### config.mk
export PLATFORM = sky130hd
export DESIGN_NAME = rtxs_core
export DESIGN_NICKNAME = d
export VERILOG_FILES = /design/src/rtxs_pkg.sv /design/src/rtxs_core.sv /design/src/rtxs_fifo.sv
export VERILOG_INCLUDE_DIRS = /design/src
export SDC_FILE = /design/constraint.sdc
export NUM_CORES = 1
export LEC_CHECK = 0
export BUFFER_PORTS_ARGS = -buffer_cell sky130_fd_sc_hd__buf_2
export CAP_MARGIN = 30
export CORE_MARGIN = 2
export CORE_UTILIZATION = 60
export CTS_BUF_LIST = sky130_fd_sc_hd__clkbuf_16
export CTS_CLUSTER_DIAMETER = 80
export CTS_CLUSTER_SIZE = 30
export DETAILED_ROUTE_END_ITERATION = 12
export PLACE_DENSITY = 0.79
export SLEW_MARGIN = 15
export SYNTH_ARGS = -nofsm -noshare
export SYNTH_HDL_FRONTEND = slang
export SYNTH_SLANG_ARGS = --single-unit
### constraint.sdc
create_clock -name clk_i -period 2.71 [get_ports clk_i]
set_input_delay 0.542 -clock clk_i [delete_from_list [all_inputs] [get_ports clk_i]]
set_output_delay 0.542 -clock clk_i [all_outputs]
set_load 0.02 [all_outputs]
### src/rtxs_consts.svh
// register offsets, field positions, reset values and fixed levels of the transmit serializer
`ifndef RTXS_CONSTS_SVH
`define RTXS_CONSTS_SVH

`define RTXS_ADDR_CTRL        8'h03
`define RTXS_ADDR_IRQ_MASK    8'h0D
`define RTXS_ADDR_EVENT_FLAGS 8'h0E
`define RTXS_ADDR_BYTE_HOLD   8'h0F
`define RTXS_ADDR_BIT_VALID   8'h10

`define RTXS_CTRL_TX_EN_BIT   7
`define RTXS_CTRL_RX_EN_BIT   6

`define RTXS_FLAG_UNDERFLOW   3
`define RTXS_FLAG_OVERFLOW    2
`define RTXS_FLAG_DONE        1
`define RTXS_FLAG_EMPTY       0

`define RTXS_RST_CTRL         2'h0
`define RTXS_RST_MASK         4'h0
`define RTXS_RST_FLAGS        4'h0
`define RTXS_RST_VALID        8'h00
`define RTXS_RST_BYTE         8'h00
`define RTXS_READ_ZERO        8'h00

`define RTXS_PREAMBLE_BIT     1'b0
`define RTXS_FIFO_DEPTH       4

`endif

### src/rtxs_pkg.sv
// types shared by the transmit serializer files
package rtxs_pkg;

  // one byte with its per-bit valid mask, as it travels to the shifter
  typedef struct packed {
    logic [7:0] valid;
    logic [7:0] data;
  } rtxs_word_t;

  // event flags in register bit order 3..0
  typedef struct packed {
    logic underflow;
    logic overflow;
    logic done;
    logic empty;
  } rtxs_flags_t;

endpackage : rtxs_pkg

### src/rtxs_core.sv
// transmit serializer of the radio baseband with event flags and interrupt request
`timescale 1ns/1ps
`default_nettype none
`include "rtxs_consts.svh"

module rtxs_core (
  input  wire logic       clk_i,
  input  wire logic       rst_i,
  input  wire logic       reg_wr_i,
  input  wire logic       reg_rd_i,
  input  wire logic [7:0] reg_addr_i,
  input  wire logic [7:0] reg_wdata_i,
  output logic      [7:0] reg_rdata_o,
  input  wire logic       tx_bit_clk_i,
  output logic            tx_bit_o,
  output logic            tx_data_flag_o,
  output logic            tx_active_o,
  output logic            irq_o
);

  // bit clock synchroniser and edge detector
  logic bclk_meta;
  logic bclk_sync;
  logic bclk_prev;
  logic bit_edge;

  // software registers
  logic [1:0] ctrl;
  logic [3:0] mask;
  logic [7:0] bit_valid;
  logic [1:0] next_ctrl;
  logic [3:0] next_mask;
  logic [7:0] next_bit_valid;
  logic [7:0] next_rdata;

  // holding stage
  logic             hold_full;
  rtxs_pkg::rtxs_word_t hold_word;
  logic             next_hold_full;
  rtxs_pkg::rtxs_word_t next_hold_word;

  // buffer between holding stage and shifter
  logic             fifo_in_valid;
  logic             fifo_in_ready;
  logic             fifo_out_valid;
  logic             fifo_out_ready;
  rtxs_pkg::rtxs_word_t fifo_out_word;
  logic             hold_moves;

  // shifter
  logic [7:0] sh_data;
  logic [7:0] sh_valid;
  logic       sent_any;
  logic [7:0] next_sh_data;
  logic [7:0] next_sh_valid;
  logic       next_sent_any;
  logic       next_tx_bit;
  logic       next_tx_data_flag;
  logic       next_tx_active;

  // flags and mode tracking
  rtxs_pkg::rtxs_flags_t flags;
  rtxs_pkg::rtxs_flags_t next_flags;
  logic                  tx_mode;
  logic                  tx_mode_prev;
  logic                  next_irq;
  logic                  next_tx_mode;

  // decoded host accesses and shifter events
  logic wr_ctrl;
  logic wr_mask;
  logic wr_valid;
  logic wr_byte;
  logic rd_flags;
  logic sh_empty;
  logic load;
  logic shift_evt;
  logic finish_evt;
  logic nothing_waits;
  logic underflow_evt;
  logic overflow_evt;
  logic done_evt;
  logic empty_evt;

  // the bit clock comes from outside, so it passes two flops before anything looks at it
  // the edge detector resets low like the idle pin, so leaving reset makes no false edge
  always_ff @(posedge clk_i or posedge rst_i) begin
    if (rst_i) begin
      bclk_meta <= 1'b0;
      bclk_sync <= 1'b0;
      bclk_prev <= 1'b0;
    end else begin
      bclk_meta <= tx_bit_clk_i;
      bclk_sync <= bclk_meta;
      bclk_prev <= bclk_sync;
    end
  end

  assign bit_edge = bclk_sync && !bclk_prev;

  // host access decode; registers sit at their printed offsets
  assign wr_ctrl  = reg_wr_i && (reg_addr_i == `RTXS_ADDR_CTRL);
  assign wr_mask  = reg_wr_i && (reg_addr_i == `RTXS_ADDR_IRQ_MASK);
  assign wr_valid = reg_wr_i && (reg_addr_i == `RTXS_ADDR_BIT_VALID);
  assign wr_byte  = reg_wr_i && (reg_addr_i == `RTXS_ADDR_BYTE_HOLD);
  assign rd_flags = reg_rd_i && (reg_addr_i == `RTXS_ADDR_EVENT_FLAGS);

  // transmit mode needs tx enable with rx enable off, the radio runs one way at a time
  assign tx_mode = ctrl[1] && !ctrl[0];

  // the request follows the mode of the coming cycle, so it drops together with the enables
  assign next_tx_mode = next_ctrl[1] && !next_ctrl[0];

  // software register writes and the registered read port
  always_comb begin
    next_ctrl      = ctrl;
    next_mask      = mask;
    next_bit_valid = bit_valid;
    next_rdata     = reg_rdata_o;
    if (wr_ctrl) begin
      next_ctrl = {reg_wdata_i[`RTXS_CTRL_TX_EN_BIT], reg_wdata_i[`RTXS_CTRL_RX_EN_BIT]};
    end
    if (wr_mask) begin
      next_mask = reg_wdata_i[3:0];
    end
    if (wr_valid) begin
      next_bit_valid = reg_wdata_i;
    end
    // a write to the flag register has no case here, so it is dropped
    if (reg_rd_i) begin
      case (reg_addr_i)
        `RTXS_ADDR_CTRL:        next_rdata = {ctrl, 6'h00};
        `RTXS_ADDR_IRQ_MASK:    next_rdata = {4'h0, mask};
        `RTXS_ADDR_EVENT_FLAGS: begin
          // the flag register lags the mode by one cycle, so the read itself is gated too
          next_rdata = tx_mode ? {4'h0, flags} : `RTXS_READ_ZERO;
        end
        `RTXS_ADDR_BIT_VALID:   next_rdata = bit_valid;
        default:                next_rdata = `RTXS_READ_ZERO;
      endcase
    end
  end

  always_ff @(posedge clk_i or posedge rst_i) begin
    if (rst_i) begin
      ctrl        <= `RTXS_RST_CTRL;
      mask        <= `RTXS_RST_MASK;
      bit_valid   <= `RTXS_RST_VALID;
      reg_rdata_o <= `RTXS_READ_ZERO;
    end else begin
      ctrl        <= next_ctrl;
      mask        <= next_mask;
      bit_valid   <= next_bit_valid;
      reg_rdata_o <= next_rdata;
    end
  end

  // holding stage: drains into the buffer only in transmit mode
  assign fifo_in_valid = hold_full && tx_mode;
  assign hold_moves    = fifo_in_valid && fifo_in_ready;

  // a write over a full holding stage replaces the old byte; in transmit mode the loss is flagged as overflow
  always_comb begin
    next_hold_full = hold_full;
    next_hold_word = hold_word;
    if (hold_moves) begin
      next_hold_full = 1'b0;
    end
    if (wr_byte) begin
      next_hold_full       = 1'b1;
      next_hold_word.data  = reg_wdata_i;
      next_hold_word.valid = bit_valid; // mask is taken with the byte it belongs to
    end
  end

  always_ff @(posedge clk_i or posedge rst_i) begin
    if (rst_i) begin
      hold_full      <= 1'b0;
      hold_word.data <= `RTXS_RST_BYTE;
      hold_word.valid <= `RTXS_RST_VALID;
    end else begin
      hold_full <= next_hold_full;
      hold_word <= next_hold_word;
    end
  end

  // buffer stalls the holding stage only while all four of its entries are full
  rtxs_fifo #(
    .WIDTH ($bits(rtxs_pkg::rtxs_word_t)),
    .DEPTH (`RTXS_FIFO_DEPTH)
  ) u_fifo (
    .clk_i       (clk_i),
    .rst_i       (rst_i),
    .in_valid_i  (fifo_in_valid),
    .in_data_i   (hold_word),
    .in_ready_o  (fifo_in_ready),
    .out_valid_o (fifo_out_valid),
    .out_data_o  (fifo_out_word),
    .out_ready_i (fifo_out_ready)
  );

  // shifter events
  // a byte whose valid mask is zero loads and leaves nothing to send
  assign sh_empty       = (sh_valid == 8'h00);
  assign load           = tx_mode && sh_empty && fifo_out_valid;
  assign fifo_out_ready = load;
  assign shift_evt      = tx_mode && bit_edge && !sh_empty;
  assign finish_evt     = shift_evt && (sh_valid[7:1] == 7'h00);
  assign nothing_waits  = !fifo_out_valid && !hold_full;

  // one bit per bit clock edge, lowest bit first; invalid positions send preamble
  always_comb begin
    next_sh_data      = sh_data;
    next_sh_valid     = sh_valid;
    next_sent_any     = sent_any;
    next_tx_bit       = tx_bit_o;
    next_tx_data_flag = tx_data_flag_o;
    if (load) begin
      next_sh_data  = fifo_out_word.data;
      next_sh_valid = fifo_out_word.valid;
    end else if (shift_evt) begin
      next_tx_bit       = sh_valid[0] ? sh_data[0] : `RTXS_PREAMBLE_BIT;
      next_tx_data_flag = sh_valid[0];
      next_sh_data      = {1'b0, sh_data[7:1]};
      next_sh_valid     = {1'b0, sh_valid[7:1]};
      next_sent_any     = 1'b1;
    end
    // leaving transmit mode clears only sent_any, so underflow waits for a new bit; the shifter keeps its unsent bits
    if (!tx_mode) begin
      next_sent_any = 1'b0;
    end
    next_tx_active = !(next_sh_valid == 8'h00);
  end

  always_ff @(posedge clk_i or posedge rst_i) begin
    if (rst_i) begin
      sh_data        <= 8'h00;
      sh_valid       <= 8'h00;
      sent_any       <= 1'b0;
      tx_bit_o       <= `RTXS_PREAMBLE_BIT;
      tx_data_flag_o <= 1'b0;
      tx_active_o    <= 1'b0;
    end else begin
      sh_data        <= next_sh_data;
      sh_valid       <= next_sh_valid;
      sent_any       <= next_sent_any;
      tx_bit_o       <= next_tx_bit;
      tx_data_flag_o <= next_tx_data_flag;
      tx_active_o    <= next_tx_active;
    end
  end

  // flag events; underflow repeats on each idle bit edge but the flag is sticky anyway
  assign underflow_evt = tx_mode && bit_edge && sh_empty && nothing_waits && sent_any;
  // a held byte that moves on in the very cycle of the write is not lost, so no overflow
  assign overflow_evt  = tx_mode && wr_byte && hold_full && !hold_moves;
  assign done_evt      = finish_evt && nothing_waits;
  assign empty_evt     = hold_moves || (tx_mode && !tx_mode_prev && !hold_full);

  // sticky flags: a set in the same cycle as its clear wins, so no event is lost
  always_comb begin
    next_flags = flags;
    next_flags.underflow = (flags.underflow && !rd_flags) || underflow_evt;
    next_flags.overflow  = (flags.overflow && !rd_flags) || overflow_evt;
    next_flags.done      = (flags.done && !rd_flags) || done_evt;
    next_flags.empty     = (flags.empty && !wr_byte) || empty_evt;
    if (!tx_mode) begin
      next_flags = `RTXS_RST_FLAGS;
    end
    // the request is gated by the mask and the coming mode; flags themselves never look at the mask
    next_irq = next_tx_mode && (|(next_flags & next_mask));
  end

  always_ff @(posedge clk_i or posedge rst_i) begin
    if (rst_i) begin
      flags        <= `RTXS_RST_FLAGS;
      tx_mode_prev <= 1'b0;
      irq_o        <= 1'b0;
    end else begin
      flags        <= next_flags;
      tx_mode_prev <= tx_mode;
      irq_o        <= next_irq;
    end
  end

endmodule : rtxs_core

`default_nettype wire

### src/rtxs_fifo.sv
// small first-in first-out buffer with valid and ready on both sides
`timescale 1ns/1ps
`default_nettype none

module rtxs_fifo #(
  parameter int WIDTH = 16,
  parameter int DEPTH = 4
) (
  input  wire logic             clk_i,
  input  wire logic             rst_i,
  input  wire logic             in_valid_i,
  input  wire logic [WIDTH-1:0] in_data_i,
  output logic                  in_ready_o,
  output logic                  out_valid_o,
  output logic      [WIDTH-1:0] out_data_o,
  input  wire logic             out_ready_i
);

  localparam int AW = (DEPTH > 1) ? $clog2(DEPTH) : 1;

  logic [WIDTH-1:0] mem [DEPTH];
  logic [AW-1:0]    wr_ptr;
  logic [AW-1:0]    rd_ptr;
  logic [AW:0]      count;
  logic [AW-1:0]    next_wr_ptr;
  logic [AW-1:0]    next_rd_ptr;
  logic [AW:0]      next_count;
  logic             push;
  logic             pop;

  // full and empty come straight from the occupancy count
  assign in_ready_o  = (count != (AW+1)'(DEPTH));
  assign out_valid_o = (count != '0);
  assign out_data_o  = mem[rd_ptr];
  assign push        = in_valid_i && in_ready_o;
  assign pop         = out_valid_o && out_ready_i;

  // pointers wrap naturally; depth is expected to be a power of two
  always_comb begin
    next_wr_ptr = push ? wr_ptr + 1'b1 : wr_ptr;
    next_rd_ptr = pop ? rd_ptr + 1'b1 : rd_ptr;
    next_count  = count;
    if (push && !pop) begin
      next_count = count + 1'b1;
    end else if (pop && !push) begin
      next_count = count - 1'b1;
    end
  end

  always_ff @(posedge clk_i or posedge rst_i) begin
    if (rst_i) begin
      wr_ptr <= '0;
      rd_ptr <= '0;
      count  <= '0;
    end else begin
      wr_ptr <= next_wr_ptr;
      rd_ptr <= next_rd_ptr;
      count  <= next_count;
    end
  end

  // storage entries carry no reset; only occupied entries are ever read
  for (genvar e = 0; e < DEPTH; e++) begin : g_entry
    always_ff @(posedge clk_i) begin
      if (push && (wr_ptr == AW'(e))) begin
        mem[e] <= in_data_i;
      end
    end
  end

endmodule : rtxs_fifo

`default_nettype wire

==> run metrics <==
Pleak 2.66 nW; CP Cell Sequence or3_1 -> and4_1 -> inv_1 -> ha_1 -> inv_1 -> fa_1 -> xor2_1 -> nor2_1 -> xor2_1; antenna fix cells 0; endpoints failing setup 0; clock share of power 0.429; Routed WL 11.6 mm; Clock Skews roughly 0.013 ns; RSZ-0062 raised after global routing false; Total Routing Usage GR 0.254; status complete, no violations; Pwr Total 5.15 mW; slowest CP cell dfrtp_1; Post-DRT Antenna Nets 0; final-report hold violation count 0; GRT overflow 0; Switching Fraction 0.264; drt pass-1 iters 4; final cycle utilization of the critical path 0.874; critical path endpoint category flop; clk buf depth 2; worst slew pin tran 0.882 ns; cell internal pwr between 3 and 4 mW; synthesized area 0.00559 mm^2; register area share after synthesis 0.679; largest net degree at the start of global routing 38; critical path fanouts, max 5; min cycle time layout 2.37 ns; Cell variety after synth 46; Starting Density 0.611; Die Width 101 um; vias in the first global route about 3500; Via density 6.22; hpwl dp between 7 and 8 mm; first-pass GRT wire length 18.8 mm; Switching Power 1.36 mW; max-cap violations 0; CTS Hold Buffers Added 0; Buf+Inv Stages, Crit Path 2; CP startpoint kind flop; Layout area overhead 16.8%; clock latency on the worst-skew pair 0.42 ns; Mean Syn Cell Area 15.3 um^2; WL per Instance 21.4 um; CTS tree yes; IO buf count 32; Initial DRC Count 220; Reg power frac 0.476; die height approximately 100 um; max_slew headroom 0.412; Clk pin slew, worst setup/hold paths 0.06 ns; fmax 422 MHz; Cell Rows 35; postcts setup bufs 0; htree depth 4; Hold/Removal Path Class primary input to flop; WS Path Type flop to flop; syn nets 392; Via Count roughly 3400; Post-CTS Resized 0; Worst VDD drop slightly above 0.6 mV; CP Data Arrival Time 2.71 ns; IO Count 33; CTS root buf clkbuf_16; CP delay by family, top simple AND/OR/NAND/NOR gates; initial antenna violation count 0; Die Area 0.0101 mm^2; Slew Limit Fails 0; fin nets 444; clk sink count 139; share of cells above drive strength 1 0.307; Yosys Warn Count 0; gp weighted congestion 0.875; # DRC 0; Core Region 0.00915 mm^2; Setup TNS 0 ns; post-synthesis sequential element count roughly 140; pwr/cell area between 700 and 800 mW/mm^2; Gate power share 0.095; Synth Instances 365; Max stage delay on crit path 0.43 ns; Critical Path RT 3.05 ns; number of CTS-inserted buffers 17
[final cells by class]
class / count / area, um^2
inverter: 9 / 33.8
clock inverter: 15 / 148
tap: 111 / 139
clock buffer: 17 / 425
sequential: 139 / 3800
timing repair buffer: 48 / 293
fill: 522 / 2620
multi-input combinational: 202 / 1690
[layer usage]
metal | global-route usage | vias up | wire [um]
met4 | 0.0969 | 0 | 242
met5 | 0 | - | 0
met1 | 0.346 | 1711 | 4880
met2 | 0.408 | 135 | 5780
li1 | - | 1495 | -
met3 | 0.0562 | 25 | 689
[logic make-up after synthesis]
group,Yosys count,synth area share
DFF,139,0.679
and+or+nand+nor,100,0.0947
muxes,49,0.134
AOI/OAI and AO/OA,41,0.0506
buffers and inverters,24,0.0177
xor gates and xnor gates,6,0.00940
adders and majority gates,6,0.0148
[worst reg2reg max path, delay by kind of cell (launching register included)]
family | cells | cell delay [ns]
buffers and inverters | 2 | 0.16
and+or+nand+nor | 3 | 0.78
DFF | 1 | 0.43
adders and majority gates | 2 | 0.61
xor gates and xnor gates | 2 | 0.32
[metrics by stage]
step                hold WS [ns]  setup WS, ns  cell area (um^2)  cells   util
CTS                        0.221         0.342              6530    541  0.714
detailed placement         0.337         0.357              5960    509  0.651
global route               0.218         0.196              6530    541  0.714
global placement           0.334         0.443              5960    509  0.651
floorplan                  0.331         0.258              5590    365      -
finish                     0.229         0.342              6530    541  0.714
[cells in the mapped netlist (all sizes together)]
master    n  share of area
dfrtp    75           0.34
edfxtp   64           0.34
nand2    40          0.027
mux2     33          0.066
mux4     16          0.067
a22oi    15          0.020
nand3    12          0.011
clkbuf   11         0.0074
nor2     11         0.0074
inv       9         0.0060
o21ai     8         0.0072
a31oi     5         0.0056
and2      5         0.0056
ha        5          0.011
nor4      5         0.0067
buf       4         0.0043
nand4     4         0.0045
nor3      4         0.0045
xnor2     4         0.0063
a21oi     3         0.0027
and4b     3         0.0054
nand3b    3         0.0040
or4       3         0.0040
a21o      2         0.0027
a22o      2         0.0031
a31o      2         0.0031
a32oi     2         0.0031
nor2b     2         0.0022
nor4bb    2         0.0036
xor2      2         0.0031
and4      1         0.0016
fa        1         0.0036
nand4b    1         0.0016
nand4bb   1         0.0020
nor3b     1         0.0013
o2111ai   1         0.0016
o211ai    1         0.0013
or3       1         0.0011
or3b      1         0.0016
[power by group through the flow]
| stage | combinational (mW) | sequential (mW) | clock (mW) |
|---|---|---|---|
| floorplan | 0.307 | 2.46 | 0 |
| global placement | 0.462 | 2.47 | 0 |
| detailed placement | 0.486 | 2.48 | 0 |
| CTS | 0.488 | 2.45 | 2.22 |
| global route | 0.533 | 2.47 | 2.31 |
| finish | 0.489 | 2.45 | 2.21 |
[flip-flops by register name (all words and copies together) (netlist names)]
| name | cells |
|---|---|
| u_fifo.mem | 64 |
| flags | 4 |
| u_fifo.wr_ptr | 2 |
| u_fifo.count | 3 |
| bit_valid | 8 |
| tx_bit_o | 1 |
| ctrl | 2 |
| bclk_sync | 1 |
| hold_full | 1 |
| sh_data | 8 |
| mask | 4 |
| sent_any | 1 |
| bclk_meta | 1 |
| sh_valid | 8 |
| u_fifo.rd_ptr | 2 |
| reg_rdata_o | 8 |
| tx_mode_prev | 1 |
| hold_word | 16 |
| irq_o | 1 |
| tx_active_o | 1 |
| bclk_prev | 1 |
| tx_data_flag_o | 1 |
[placed cells by master, fill, tap and decap left out, types with 2 or more instances in the layout]
| master | Yosys | routed |
|---|---|---|
| dfrtp_1 | 75 | 75 |
| edfxtp_1 | 64 | 64 |
| nand2_1 | 40 | 40 |
| mux2_2 | 33 | 33 |
| buf_2 | 1 | 32 |
| clkbuf_16 | 0 | 17 |
| a22oi_1 | 15 | 15 |
| buf_4 | 0 | 15 |
| mux4_2 | 12 | 12 |
| nand3_1 | 12 | 12 |
| nor2_1 | 11 | 11 |
| inv_1 | 8 | 7 |
| o21ai_0 | 7 | 7 |
| inv_6 | 0 | 6 |
| a31oi_1 | 5 | 5 |
| and2_1 | 5 | 5 |
| ha_1 | 5 | 5 |
| inv_8 | 0 | 5 |
| nor4_1 | 4 | 4 |
| mux4_1 | 4 | 4 |
| nand4_1 | 4 | 4 |
| xnor2_1 | 4 | 4 |
| a21oi_1 | 3 | 3 |
| or4_1 | 3 | 3 |
| and4b_1 | 3 | 3 |
| nor3_1 | 3 | 3 |
| nand3b_1 | 3 | 3 |
| nor2b_1 | 2 | 2 |
| inv_2 | 1 | 2 |
| nor4bb_1 | 2 | 2 |
| a32oi_1 | 2 | 2 |
| a31o_2 | 2 | 2 |
| a22o_1 | 2 | 2 |
| a21o_1 | 2 | 2 |
| xor2_1 | 2 | 2 |
| clkinv_4 | 0 | 2 |
[path summary, 6_finish.rpt]
| kind | startpoint | endpoint | slack (ns) | depth (start not counted) |
|---|---|---|---|---|
| worst min register to register | bclk_meta | bclk_sync | 0.36 | 0 |
| worst min-delay path | tx_bit_clk_i | bclk_meta | 0.23 | 1 |
| min in group asynchronous | rst_i | sh_valid[1] | 0.27 | 2 |
| worst max register to register | u_fifo.count[1] | u_fifo.count[2] | 0.34 | 9 |
| max in group asynchronous | rst_i | hold_word[0] | 1.76 | 3 |
| worst max-delay path | u_fifo.count[1] | u_fifo.count[2] | 0.34 | 9 |
Note: power is estimated with default switching activity, not from simulation.
